$ cat config.mk
export PLATFORM = sky130hd
export DESIGN_NAME = arf_formatter
export DESIGN_NICKNAME = d
export VERILOG_FILES = /design/src/logic/arf_pkg.sv /design/src/logic/arf_formatter.sv
export VERILOG_INCLUDE_DIRS = /design/src /design/src/logic
export SDC_FILE = /design/constraint.sdc
export NUM_CORES = 1
export LEC_CHECK = 0
export ABC_AREA = 1
export BUFFER_PORTS_ARGS = -buffer_cell sky130_fd_sc_hd__buf_2
export CAP_MARGIN = 30
export CORE_MARGIN = 8
export CORE_UTILIZATION = 51
export CTS_CLUSTER_DIAMETER = 120
export CTS_CLUSTER_SIZE = 25
export DETAILED_ROUTE_END_ITERATION = 12
export GPL_ROUTABILITY_DRIVEN = 0
export MAX_ROUTING_LAYER = met4
export PLACE_DENSITY_LB_ADDON = 0.1
export SYNTH_ARGS = -nofsm -noshare
export SYNTH_HDL_FRONTEND = slang
export SYNTH_SLANG_ARGS = --single-unit
$ cat constraint.sdc
create_clock -name clk_sys -period 2.4 [get_ports clk_sys]
set_clock_uncertainty 0.15 [all_clocks]
set_input_delay 0.24 -clock clk_sys [delete_from_list [all_inputs] [get_ports clk_sys]]
set_output_delay 0.24 -clock clk_sys [all_outputs]
set_load 0.005 [all_outputs]
$ cat src/logic/arf_regs.svh
// Purpose: register offsets, field positions and reset values of the result formatter
// Assumes: 32-bit AHB-Lite data, one register per aligned word
// Notes: definitions only
`ifndef ARF_REGS_SVH
`define ARF_REGS_SVH

`define ARF_OFS_CTRL0 8'h00
`define ARF_OFS_CTRL1 8'h04
`define ARF_OFS_CTRL2 8'h08
`define ARF_OFS_RESH 8'h0C
`define ARF_OFS_RESL 8'h10

// control zero fields
`define ARF_C0_POWER 0
`define ARF_C0_GO 1
`define ARF_C0_CHAN_LO 2
`define ARF_C0_CHAN_HI 6
// control one fields
`define ARF_C1_NREF 2
`define ARF_C1_PREF_LO 0
`define ARF_C1_PREF_HI 1
`define ARF_C1_CLK_LO 4
`define ARF_C1_CLK_HI 6
`define ARF_C1_FMT 7
// control two fields
`define ARF_C2_NCHAN_LO 0
`define ARF_C2_NCHAN_HI 3
`define ARF_C2_TRIG_LO 4
`define ARF_C2_TRIG_HI 7

`define ARF_RST_CTRL 8'h00

`endif

$ cat src/logic/arf_pkg.sv
// Purpose: types shared by the result formatter and its users
// Assumes: nothing beyond SystemVerilog packages
// Notes: numbers live in arf_regs.svh
`default_nettype none
package arf_pkg;

	// control fields seen by the analog converter core
	typedef struct packed {
		logic [4:0] positive_channel_select;
		logic converter_power_on;
		logic [2:0] conversion_clock_select;
		logic result_format_select;
		logic negative_reference_select;
		logic [1:0] positive_reference_select;
		logic [3:0] auto_trigger_source;
		logic [3:0] negative_channel_select;
	} arf_ctrl_t;

	// one finished conversion: sign and 12 two's-complement bits
	typedef struct packed {
		logic result_sign;
		logic [11:0] value;
	} arf_conv_t;

	typedef enum logic [1:0] {
		ARF_IDLE = 2'b01,
		ARF_BUSY = 2'b10
	} arf_state_t;

endpackage
`default_nettype wire

$ cat src/logic/arf_formatter.sv
// Purpose: converter control registers and result formatting behind an AHB-Lite slave
// Assumes: converter core runs on clk_sys; conv_done is a one-cycle pulse
// Notes: result registers carry no reset and keep their value across sys_rst
`default_nettype none
`include "arf_regs.svh"

// How it works
// left format: high register holds bits 11..4
// left format: low bits 7..4 hold bits 3..0
// left format: low bits 3..1 written zero
// left format: low bit 0 holds sign
// right format: high bits 7..4 copy sign
// right format: high bits 3..0 hold 11..8
// right format: low register holds bits 7..0
// software waits acquisition after channel change
// hold capacitor never discharged after conversion
// results read/write, unknown at power-up, kept
// both results written together at completion
// sign set when negative, two's complement value
module arf_formatter (
	input wire logic clk_sys, // 40 MHz system clock
	input wire logic sys_rst, // asynchronous reset, active high
	input wire logic hsel, // slave select
	input wire logic [7:0] haddr, // byte address
	input wire logic [1:0] htrans, // transfer type
	input wire logic hwrite, // write when high
	input wire logic [2:0] hsize, // word transfers only
	input wire logic [31:0] hwdata, // write data
	input wire logic hready, // bus ready
	output logic hreadyout, // slave ready
	output logic hresp, // always OKAY
	output logic [31:0] hrdata, // read data
	input wire logic conv_done, // conversion finished pulse
	input wire arf_pkg::arf_conv_t conv_data, // finished result
	output arf_pkg::arf_ctrl_t adc_ctrl, // control fields to the core
	output logic conv_start, // one-cycle start pulse
	output logic hold_discharge, // capacitor discharge request, held low
	output logic channel_changed // channel moved since last start
);
	import arf_pkg::*;

	typedef struct packed {
		arf_ctrl_t ctrl;
		logic go;
		arf_state_t state;
		logic wr_pend;
		logic [7:0] wr_addr;
		logic [31:0] rdata;
		logic start;
		logic chg;
		logic rdy;
		logic resp;
		logic discharge;
	} arf_reg_t;

	typedef struct packed {
		logic [7:0] high;
		logic [7:0] low;
	} arf_res_t;

	arf_reg_t st;
	arf_reg_t next_st;
	arf_res_t res;
	arf_res_t next_res;
	logic take;
	logic [7:0] wb;
	logic [7:0] c0;
	logic [7:0] c1;
	logic [7:0] c2;

	assign take = hsel & htrans[1] & hready;
	assign wb = hwdata[7:0];

	// formatted write of a finished conversion, layout chosen at completion
	function automatic arf_res_t fmt_result(input arf_conv_t cv, input logic fmt_bit);
		arf_res_t r;
		r = '{high: 8'h00, low: 8'h00};
		// format bit low selects the left layout
		if (!fmt_bit) begin
			r.high = cv.value[11:4];
			r.low[7:4] = cv.value[3:0];
			r.low[3:1] = 3'b000;
			r.low[0] = cv.result_sign;
		end else begin
			r.high[7:4] = {4{cv.result_sign}};
			r.high[3:0] = cv.value[11:8];
			r.low = cv.value[7:0];
		end
		return r;
	endfunction

	// control zero write: channel and power; go is decided by the caller
	function automatic arf_ctrl_t put_ctrl0(input arf_ctrl_t c, input logic [7:0] d);
		arf_ctrl_t n;
		n = c;
		n.positive_channel_select = d[`ARF_C0_CHAN_HI:`ARF_C0_CHAN_LO];
		n.converter_power_on = d[`ARF_C0_POWER];
		return n;
	endfunction

	// control one write: format, conversion clock and references
	function automatic arf_ctrl_t put_ctrl1(input arf_ctrl_t c, input logic [7:0] d);
		arf_ctrl_t n;
		n = c;
		n.result_format_select = d[`ARF_C1_FMT];
		n.conversion_clock_select = d[`ARF_C1_CLK_HI:`ARF_C1_CLK_LO];
		n.negative_reference_select = d[`ARF_C1_NREF];
		n.positive_reference_select = d[`ARF_C1_PREF_HI:`ARF_C1_PREF_LO];
		return n;
	endfunction

	// control two write: trigger source and negative channel
	function automatic arf_ctrl_t put_ctrl2(input arf_ctrl_t c, input logic [7:0] d);
		arf_ctrl_t n;
		n = c;
		n.auto_trigger_source = d[`ARF_C2_TRIG_HI:`ARF_C2_TRIG_LO];
		n.negative_channel_select = d[`ARF_C2_NCHAN_HI:`ARF_C2_NCHAN_LO];
		return n;
	endfunction

	// register images built from the next state so reads see a write just made
	always_comb begin
		c0 = 8'h00;
		c1 = 8'h00;
		c2 = 8'h00;
		c0[`ARF_C0_CHAN_HI:`ARF_C0_CHAN_LO] = next_st.ctrl.positive_channel_select;
		c0[`ARF_C0_GO] = next_st.go;
		c0[`ARF_C0_POWER] = next_st.ctrl.converter_power_on;
		c1[`ARF_C1_FMT] = next_st.ctrl.result_format_select;
		c1[`ARF_C1_CLK_HI:`ARF_C1_CLK_LO] = next_st.ctrl.conversion_clock_select;
		c1[`ARF_C1_NREF] = next_st.ctrl.negative_reference_select;
		c1[`ARF_C1_PREF_HI:`ARF_C1_PREF_LO] = next_st.ctrl.positive_reference_select;
		c2[`ARF_C2_TRIG_HI:`ARF_C2_TRIG_LO] = next_st.ctrl.auto_trigger_source;
		c2[`ARF_C2_NCHAN_HI:`ARF_C2_NCHAN_LO] = next_st.ctrl.negative_channel_select;
	end

	always_comb begin
		next_st = st;
		next_res = res;
		next_st.start = 1'b0;
		// bus answer and capacitor control kept in flops so every output is registered
		next_st.rdy = 1'b1;
		next_st.resp = 1'b0;
		next_st.discharge = 1'b0;
		next_st.wr_pend = take & hwrite;
		if (take) begin
			next_st.wr_addr = haddr;
		end
		// data phase of a write
		if (st.wr_pend) begin
			case (st.wr_addr)
				`ARF_OFS_CTRL0: begin
					if (wb[`ARF_C0_CHAN_HI:`ARF_C0_CHAN_LO] != st.ctrl.positive_channel_select) begin
						next_st.chg = 1'b1;
					end
					next_st.ctrl = put_ctrl0(st.ctrl, wb);
					if (wb[`ARF_C0_GO] && wb[`ARF_C0_POWER] && st.state == ARF_IDLE) begin
						next_st.go = 1'b1;
						next_st.start = 1'b1;
						next_st.chg = 1'b0;
					end
				end
				`ARF_OFS_CTRL1: next_st.ctrl = put_ctrl1(st.ctrl, wb);
				`ARF_OFS_CTRL2: next_st.ctrl = put_ctrl2(st.ctrl, wb);
				`ARF_OFS_RESH: next_res.high = wb;
				`ARF_OFS_RESL: next_res.low = wb;
				default: begin
				end
			endcase
		end
		// busy tracking; a start written this cycle keeps priority
		case (st.state)
			ARF_IDLE: begin
				if (next_st.start) begin
					next_st.state = ARF_BUSY;
				end
			end
			ARF_BUSY: begin
				if (!next_st.ctrl.converter_power_on) begin
					next_st.state = ARF_IDLE;
					next_st.go = 1'b0;
				end
			end
			default: next_st.state = ARF_IDLE;
		endcase
		// completion overrides a software write to the results
		if (conv_done) begin
			next_res = fmt_result(conv_data, next_st.ctrl.result_format_select);
			if (st.state == ARF_BUSY) begin
				next_st.state = ARF_IDLE;
				next_st.go = 1'b0;
			end
		end
		// read data for the address phase now sampled
		next_st.rdata = 32'h0000_0000;
		if (take && !hwrite) begin
			case (haddr)
				`ARF_OFS_CTRL0: next_st.rdata = {24'h00_0000, c0};
				`ARF_OFS_CTRL1: next_st.rdata = {24'h00_0000, c1};
				`ARF_OFS_CTRL2: next_st.rdata = {24'h00_0000, c2};
				`ARF_OFS_RESH: next_st.rdata = {24'h00_0000, next_res.high};
				`ARF_OFS_RESL: next_st.rdata = {24'h00_0000, next_res.low};
				default: next_st.rdata = 32'h0000_0000;
			endcase
		end
	end

	always_ff @(posedge clk_sys or posedge sys_rst) begin
		if (sys_rst) begin
			st <= '{
				ctrl: '0,
				go: 1'b0,
				state: ARF_IDLE,
				wr_pend: 1'b0,
				wr_addr: 8'h00,
				rdata: 32'h0000_0000,
				start: 1'b0,
				chg: 1'b0,
				rdy: 1'b1,
				resp: 1'b0,
				discharge: 1'b0
			};
		end else begin
			st <= next_st;
		end
	end

	// no reset: contents survive every reset, unknown only at power-up
	always_ff @(posedge clk_sys) begin
		res <= next_res;
	end

	assign hreadyout = st.rdy;
	assign hresp = st.resp;
	assign hrdata = st.rdata;
	assign adc_ctrl = st.ctrl;
	assign conv_start = st.start;
	assign hold_discharge = st.discharge;
	assign channel_changed = st.chg;

endmodule
`default_nettype wire

==> results of run 1 <==
## synthesized netlist by cell type, types with 2 or more instances
master     count  area [sq um]
buf_4         58           435
ha_1           2          25.0
dfrtp_1       42          1050
nor2_1        17          63.8
dfxtp_1       16           320
nand3_1       57           285
nand2_4        6          67.6
nand4_1        5          31.3
conb_1         2          7.51
nand3_2        4          40.0
buf_2          4          20.0
o21ai_1        3          15.0
o22ai_1        2          12.5
and2_1        12          75.1
nand2_1      105           394
inv_1         40           150
nand2_2        7          43.8
o211ai_1      10          75.1
a21oi_1       21           105
inv_2         10          37.5
o21ai_0       17          85.1
clkbuf_1       3          11.3
o2111ai_1      3          26.3
nor4_2         2          25.0
nor2_8         2          40.0
## cell families after synthesis
| group | Yosys count | synth area share [%] |
|---|---|---|
| simple gates | 225 | 31.6 |
| buf+inv | 119 | 19.0 |
| compound gates | 61 | 9.85 |
| flops | 59 | 38.5 |
| fa+ha+maj | 2 | 0.688 |
| other cells | 2 | 0.207 |
| xor+xnor | 1 | 0.241 |
## placed cells by master (no fill, tap or decap), types with 5 or more instances in the layout
| cell | count |
|---|---|
| and2_1 | 12 |
| nand4_1 | 5 |
| nand2_2 | 7 |
| inv_2 | 10 |
| nand2_4 | 6 |
| nand2_1 | 105 |
| nor2_1 | 17 |
| conb_1 | 27 |
| o211ai_1 | 10 |
| dfrtp_1 | 42 |
| nand3_1 | 57 |
| inv_1 | 39 |
| o21ai_0 | 17 |
| clkbuf_8 | 9 |
| buf_2 | 66 |
| buf_4 | 7 |
| dfxtp_1 | 16 |
| a21oi_1 | 21 |
## worst min-delay path: stages
cell and delay [ns]:
buf_2 0.09, nor2_1 0.04, a21oi_1 0.10
## layer usage
layer,part of all wire [%],GRT usage [%],vias up
met5,0,-,-
met4,1.9,7.91,0
met3,5.5,4.01,15
met2,49,31.2,113
met1,43,23.4,1471
li1,-,-,1531
## layout make-up
type                    instances  area [sq um]
well taps                      96           120
clock buffers                   9           124
flip-flops and latches         59          1400
multi-input cells             316          1640
inverters                      52           196
fillers                       691          2850
repair buffers                 75           403
clock inverters                 7           100
## sequential cells by signal, indices dropped and copies added (netlist names)
register         flops
adc_ctrl            21
channel_changed      1
conv_start           1
res                 16
st                  12
hrdata               8
## repair_timing
action                                 in CTS  in global routing
endpoints found under the hold margin      43                  0
setup buffers                               0                  0
hold buffers                                2                  0
## report_power, final
| group | internal (mW) | switching (mW) |
|---|---|---|
| sequential | 1.06 | 0.0325 |
| clock | 0.589 | 0.457 |
| combinational | 0.123 | 0.234 |
## worst paths after layout
path,end,cells after the start
min,st[44]$_DFFE_PP0P_,3
max in group asynchronous,st[42]$_DFFE_PP0P_,4
max reg2reg,hrdata[7]$_DFF_PP0_,15
max,hrdata[7]$_DFF_PP0_,15
min in group asynchronous,hrdata[1]$_DFF_PP0_,4
min reg2reg,channel_changed$_DFFE_PP0P_,2
==> results.cfg, run 1 <==
[global_route]
grt_max_degree = 44
grt_pass1_wl_um = 14900
grtUsageTotal_pct = 19.5
grt_overflow = 0
antenna_found_initial = 0
grt_pass1_vias = 3021

[timing]
setup_tns_ns = 0
finalCritPeriodShare_pct = 91.2
slew_violations = 0
finalHoldViolations = 0
clock.fmax_mhz = 457
tightestPinTransition_ns = 0.563
slew_headroom_pct = 62.4
period_minus_slack_ns = 2.19
rsz0062_at_grt = no
whs_ns = 0.0160
finalSetupViolCount = 0
setup_ws_ns = 0.210

[logic_synthesis]
synth.distinct_cells = 44
seq_area_frac_synth_pct = 38.5
synthFlopType = dfrtp_1
ys_warn_count = 0
synthCells = 469
ys_ff_latch = 59
async_flop_share_pct = 72.9
syn_area_per_cell_sq_um = 7.75
synth_edf_count = 0
synth_area_sq_um = 3630

[place]
dp_slack_ns = 0.244
place_inst = 596
io_buffers = 66
dp_hpwl_um = 7260
place_area_sq_um = 3740

[clocking]
clock-sinks = 59
clk_pin_slew_ns = 0.08
cts_max_level = 3
clk_latency_ns = 0.35
clock_path_buffers = 2
cts_buffers = 9
post_cts_resized = 0
cts_root_buf = clkbuf_8
cts_tree = built

[critical_path]
crit_slowest_cell = dfrtp_1
r2r_start = st[41]$_DFFE_PP0P_
path_buf_inv = 2
worstPathRequired_ns = 2.55
cp_slowest_stage_delay_ns = 0.41
cp.arrival_ns = 2.34
crit_start = st[41]$_DFFE_PP0P_
critPathLaunchType = register
cp_top_family = simple AND/OR/NAND/NOR gates
crit_chain = inv_2 -> nand2_4 -> nor2_8 -> nand2_2 -> nand2_2 -> nand2_1 -> nand2_2 -> nand2_4 -> nand2_4 -> nand2_1 -> nand3_1 -> nand3_1 -> nand3_1 -> nand2_1 -> inv_1
ff2ff_setup_slack_ns = 0.21
end_kind = register
path_max_fanout = 15
critPathKind = register to register

[cells_and_area]
syn2layout_area_growth_pct = 9.57
fin_cells = 614
fin_area_sq_um = 3980
fin_nets = 579
drive_above_1_share_pct = 24.5
num_antenna_cells = 0
fin_util_pct = 58.3

[floorplan]
coreArea_sq_um = 6830
die_area_sq_um = 10100
fp.dieH_um = 100
ios = 122
die_w_um = 100
initial_core_util_pct = 53.2
num_rows = 30

[flow_run]
drv_cap = 0

[pwr]
power_mw = 2.49
power_density_nw_per_um2 = 626
power_leakage_nw = 2.09
vdd_ir_drop_max_mv = 0.386

[detailed_routing]
first_pass_iters = 4
drt-initial-drc-count = 177
wl_um = 9390
via_per_inst = 5.10
postRouteAntennaNets = 0
drc_errors = 0
wire_per_inst_um = 15.3
num_vias = 3130

[hold_path]
min_from = haddr[7]
hp-class = input port to register

[outcome]
status = finished, final reports clean
(Power assumes the default switching activity.)
==> run 2: changes to the inputs <==
--- a/config.mk
+++ b/config.mk
@@ -6,11 +6,10 @@
 export SDC_FILE = /design/constraint.sdc
 export NUM_CORES = 1
 export LEC_CHECK = 0
-export ABC_AREA = 1
 export BUFFER_PORTS_ARGS = -buffer_cell sky130_fd_sc_hd__buf_2
 export CAP_MARGIN = 30
 export CORE_MARGIN = 8
-export CORE_UTILIZATION = 51
+export CORE_UTILIZATION = 50
 export CTS_CLUSTER_DIAMETER = 120
 export CTS_CLUSTER_SIZE = 25
 export DETAILED_ROUTE_END_ITERATION = 12
==> run 2 against run 1 <==
Effect of this change: the run now ends with setup timing left; clock power down 15%; clock-buffer cell count is 2 higher; sequential share of layout area decreased by 0.63 points; via count shrank 17%; combinational power up 10%; maximum frequency is 9.5% lower; highest routed layer unchanged; largest power group unchanged; total power is 2.5% lower; hold slack hardly changed.
==> results.cfg, run 2 <==
[outcome]
status = complete, but fails checks
violations = setup timing

[detailed_routing]
postRouteAntennaNets = 0
wl_met1_um = 3840
num_vias = 2613
drt-initial-drc-count = 129
drc_errors = 0
wire_per_inst_um = 17.7
first_pass_iters = 4
route.met2.wl_um = 4100
maxUsedRoutingLayer = met4
routed-wl-met3_um = 509
wl_um = 8610
via_per_inst = 5.38

[clocking]
cts_buffers = 9
clk_latency_ns = 0.33
clk_pin_slew_ns = 0.07
clock-sinks = 59
cts_max_level = 3
clock_path_buffers = 2
cts_tree = built
cts_root_buf = clkbuf_8

[logic_synthesis]
ys_ff_latch = 59
yosysMostFrequentCell = buf_4
yosysTopAreaCellShare_pct = 31.3
synthTopCellsByArea = dfrtp_1, buf_4, mux2_2
synth.distinct_cells = 62
synth_area_sq_um = 3360
syn_area_per_cell_sq_um = 10.3
async_flop_share_pct = 72.9
seq_area_frac_synth_pct = 41.6
synth_edf_count = 0
ys_warn_count = 0
synth_common_cells = buf_4, dfrtp_1, mux2_2, nor2_1, dfxtp_1
synth_top_area_cell = dfrtp_1
synthCells = 325
synthFlopType = dfrtp_1

[place]
io_buffers = 66
place_inst = 460
dp_hpwl_um = 6580

[timing]
setup_ws_ns = -0.0198
slew_headroom_pct = 39.1
tightestPinTransition_ns = 0.908
clock.fmax_mhz = 413
slew_violations = 0
finalSetupViolCount = 2
rsz0062_at_grt = yes
finalHoldViolations = 0
period_minus_slack_ns = 2.42
finalCritPeriodShare_pct = 101

[flow_run]
drv_cap = 0

[pwr]
p_clk_share_pct = 36.9
power_switching_uw = 652
power.internal_mw = 1.78
vdd_ir_drop_max_mv = 0.358
power_density_nw_per_um2 = 599
power_leakage_nw = 2.01
pwr-share-comb_pct = 16.2
p_sw_share_pct = 26.8
p_seq_share_pct = 46.9

[global_route]
grt_max_degree = 24
grt_overflow = 0
antenna_found_initial = 0
grt_pass1_vias = 2747
grt_pass1_wl_um = 14200
grtUsageTotal_pct = 19.1

[cells_and_area]
drive_above_1_share_pct = 41.9
fin_cells = 486
largest_register_ff_count = 21
mostFrequentLayoutCell = buf_2
mostFrequentLayoutCells = buf_2, dfrtp_1, buf_4
syn2layout_area_growth_pct = 20.6
nFillCells = 599
fin_nets = 467
num_antenna_cells = 0
fin_util_pct = 61.0

[floorplan]
num_rows = 30
ios = 122
coreArea_sq_um = 6640
die_w_um = 98
die_area_sq_um = 9600
initial_core_util_pct = 50.6
fp.dieH_um = 98

[critical_path]
ff2ff_setup_slack_ns = -0.02
worstPathRequired_ns = 2.46
end_kind = register
crit_chain = nor4b_4 -> and4b_2 -> buf_12 -> mux2_4 -> and2_4 -> o21a_1 -> a221o_1
r2r_start = st[43]$_DFFE_PP0P_
path_max_fanout = 6
r2r_cells = 7
cp_slowest_stage_delay_ns = 0.41
crit_slowest_cell = dfrtp_1
cp.arrival_ns = 2.48
crit_start = st[43]$_DFFE_PP0P_
critPathLaunchType = register
critPathKind = register to register

[hold_path]
min_from = haddr[7]
hp-class = input port to register
worstHoldPathCells = 2
[run 2: routing by layer]
layer / global-route usage [%] / vias up
met3: 4.91 / 13
met5: - / -
met1: 23.1 / 1272
li1: - / 1242
met4: 7.67 / 0
met2: 29.7 / 86
[run 2: timing repair]
action	4_1_cts	5_1_grt
resized for setup	8	15
pin swaps	1	7
buffers inserted	4	2
hold endpoints to repair	25	0
setup endpoints to repair	8	8
hold buffers	4	0
[run 2: cells by family after synthesis]
family	after synthesis	share of synthesized area (%)
DFF	59	41.6
xor gates and xnor gates	5	1.30
AOI/OAI and AO/OA	60	12.6
buffers and inverters	77	15.0
other	2	0.223
and+or+nand+nor	73	13.2
muxes	47	15.4
adders and majority gates	2	0.744
[run 2: final cells by class]
class                           instances  area, sq um  share of cell area [%]
Sequential cell                        59         1400                    34.5
Clock buffer                           11          141                    3.49
Multi-Input combinational cell        214         1630                    40.3
Clock inverter                          5         52.6                    1.30
Timing Repair Buffer                  106          689                    17.0
Inverter                               11         41.3                    1.02
Tap cell                               80          100                    2.47
[run 2: path summary, 6_finish.rpt]
check                                 endpoint
min                         st[44]$_DFFE_PP0P_
min reg2reg                   st[48]$_DFF_PP0_
max reg2reg                hrdata[0]$_DFF_PP0_
min in group asynchronous     st[48]$_DFF_PP0_
max                        hrdata[0]$_DFF_PP0_
max in group asynchronous     st[46]$_DFF_PP1_
[run 2: metrics by stage]
| stage | hold slack, ns | power (mW) | setup slack (ns) | area (sq um) | setup TNS (ns) |
|---|---|---|---|---|---|
| after CTS | 0.00734 | 2.43 | -0.00892 | 3980 | -0.00892 |
| final | 0.0162 | 2.43 | -0.0198 | 4060 | -0.0252 |
| after detailed placement | 0.199 | 1.53 | -0.113 | 3690 | -0.325 |
| after global routing | 0.00755 | 2.56 | -0.0779 | 4060 | -0.433 |
| after global placement | 0.196 | 1.52 | -0.0722 | 3690 | -0.282 |
| after floorplan | 0.219 | 1.43 | 0.0172 | 3460 | 0 |
[run 2: power groups by stage]
stage	registers [mW]	logic [mW]	clock network, mW
finish	1.14	0.394	0.897
detailed placement	1.16	0.374	0
global route	1.15	0.442	0.966
floorplan	1.15	0.277	0
global placement	1.15	0.366	0
CTS	1.14	0.384	0.912
[run 2: critical path: cells and delay by family (launching register included)]
| family | cells | cell delay (ns) |
|---|---|---|
| flops | 1 | 0.41 |
| buf+inv | 1 | 0.14 |
| mux | 1 | 0.30 |
| simple gates | 3 | 0.83 |
| compound gates | 2 | 0.47 |
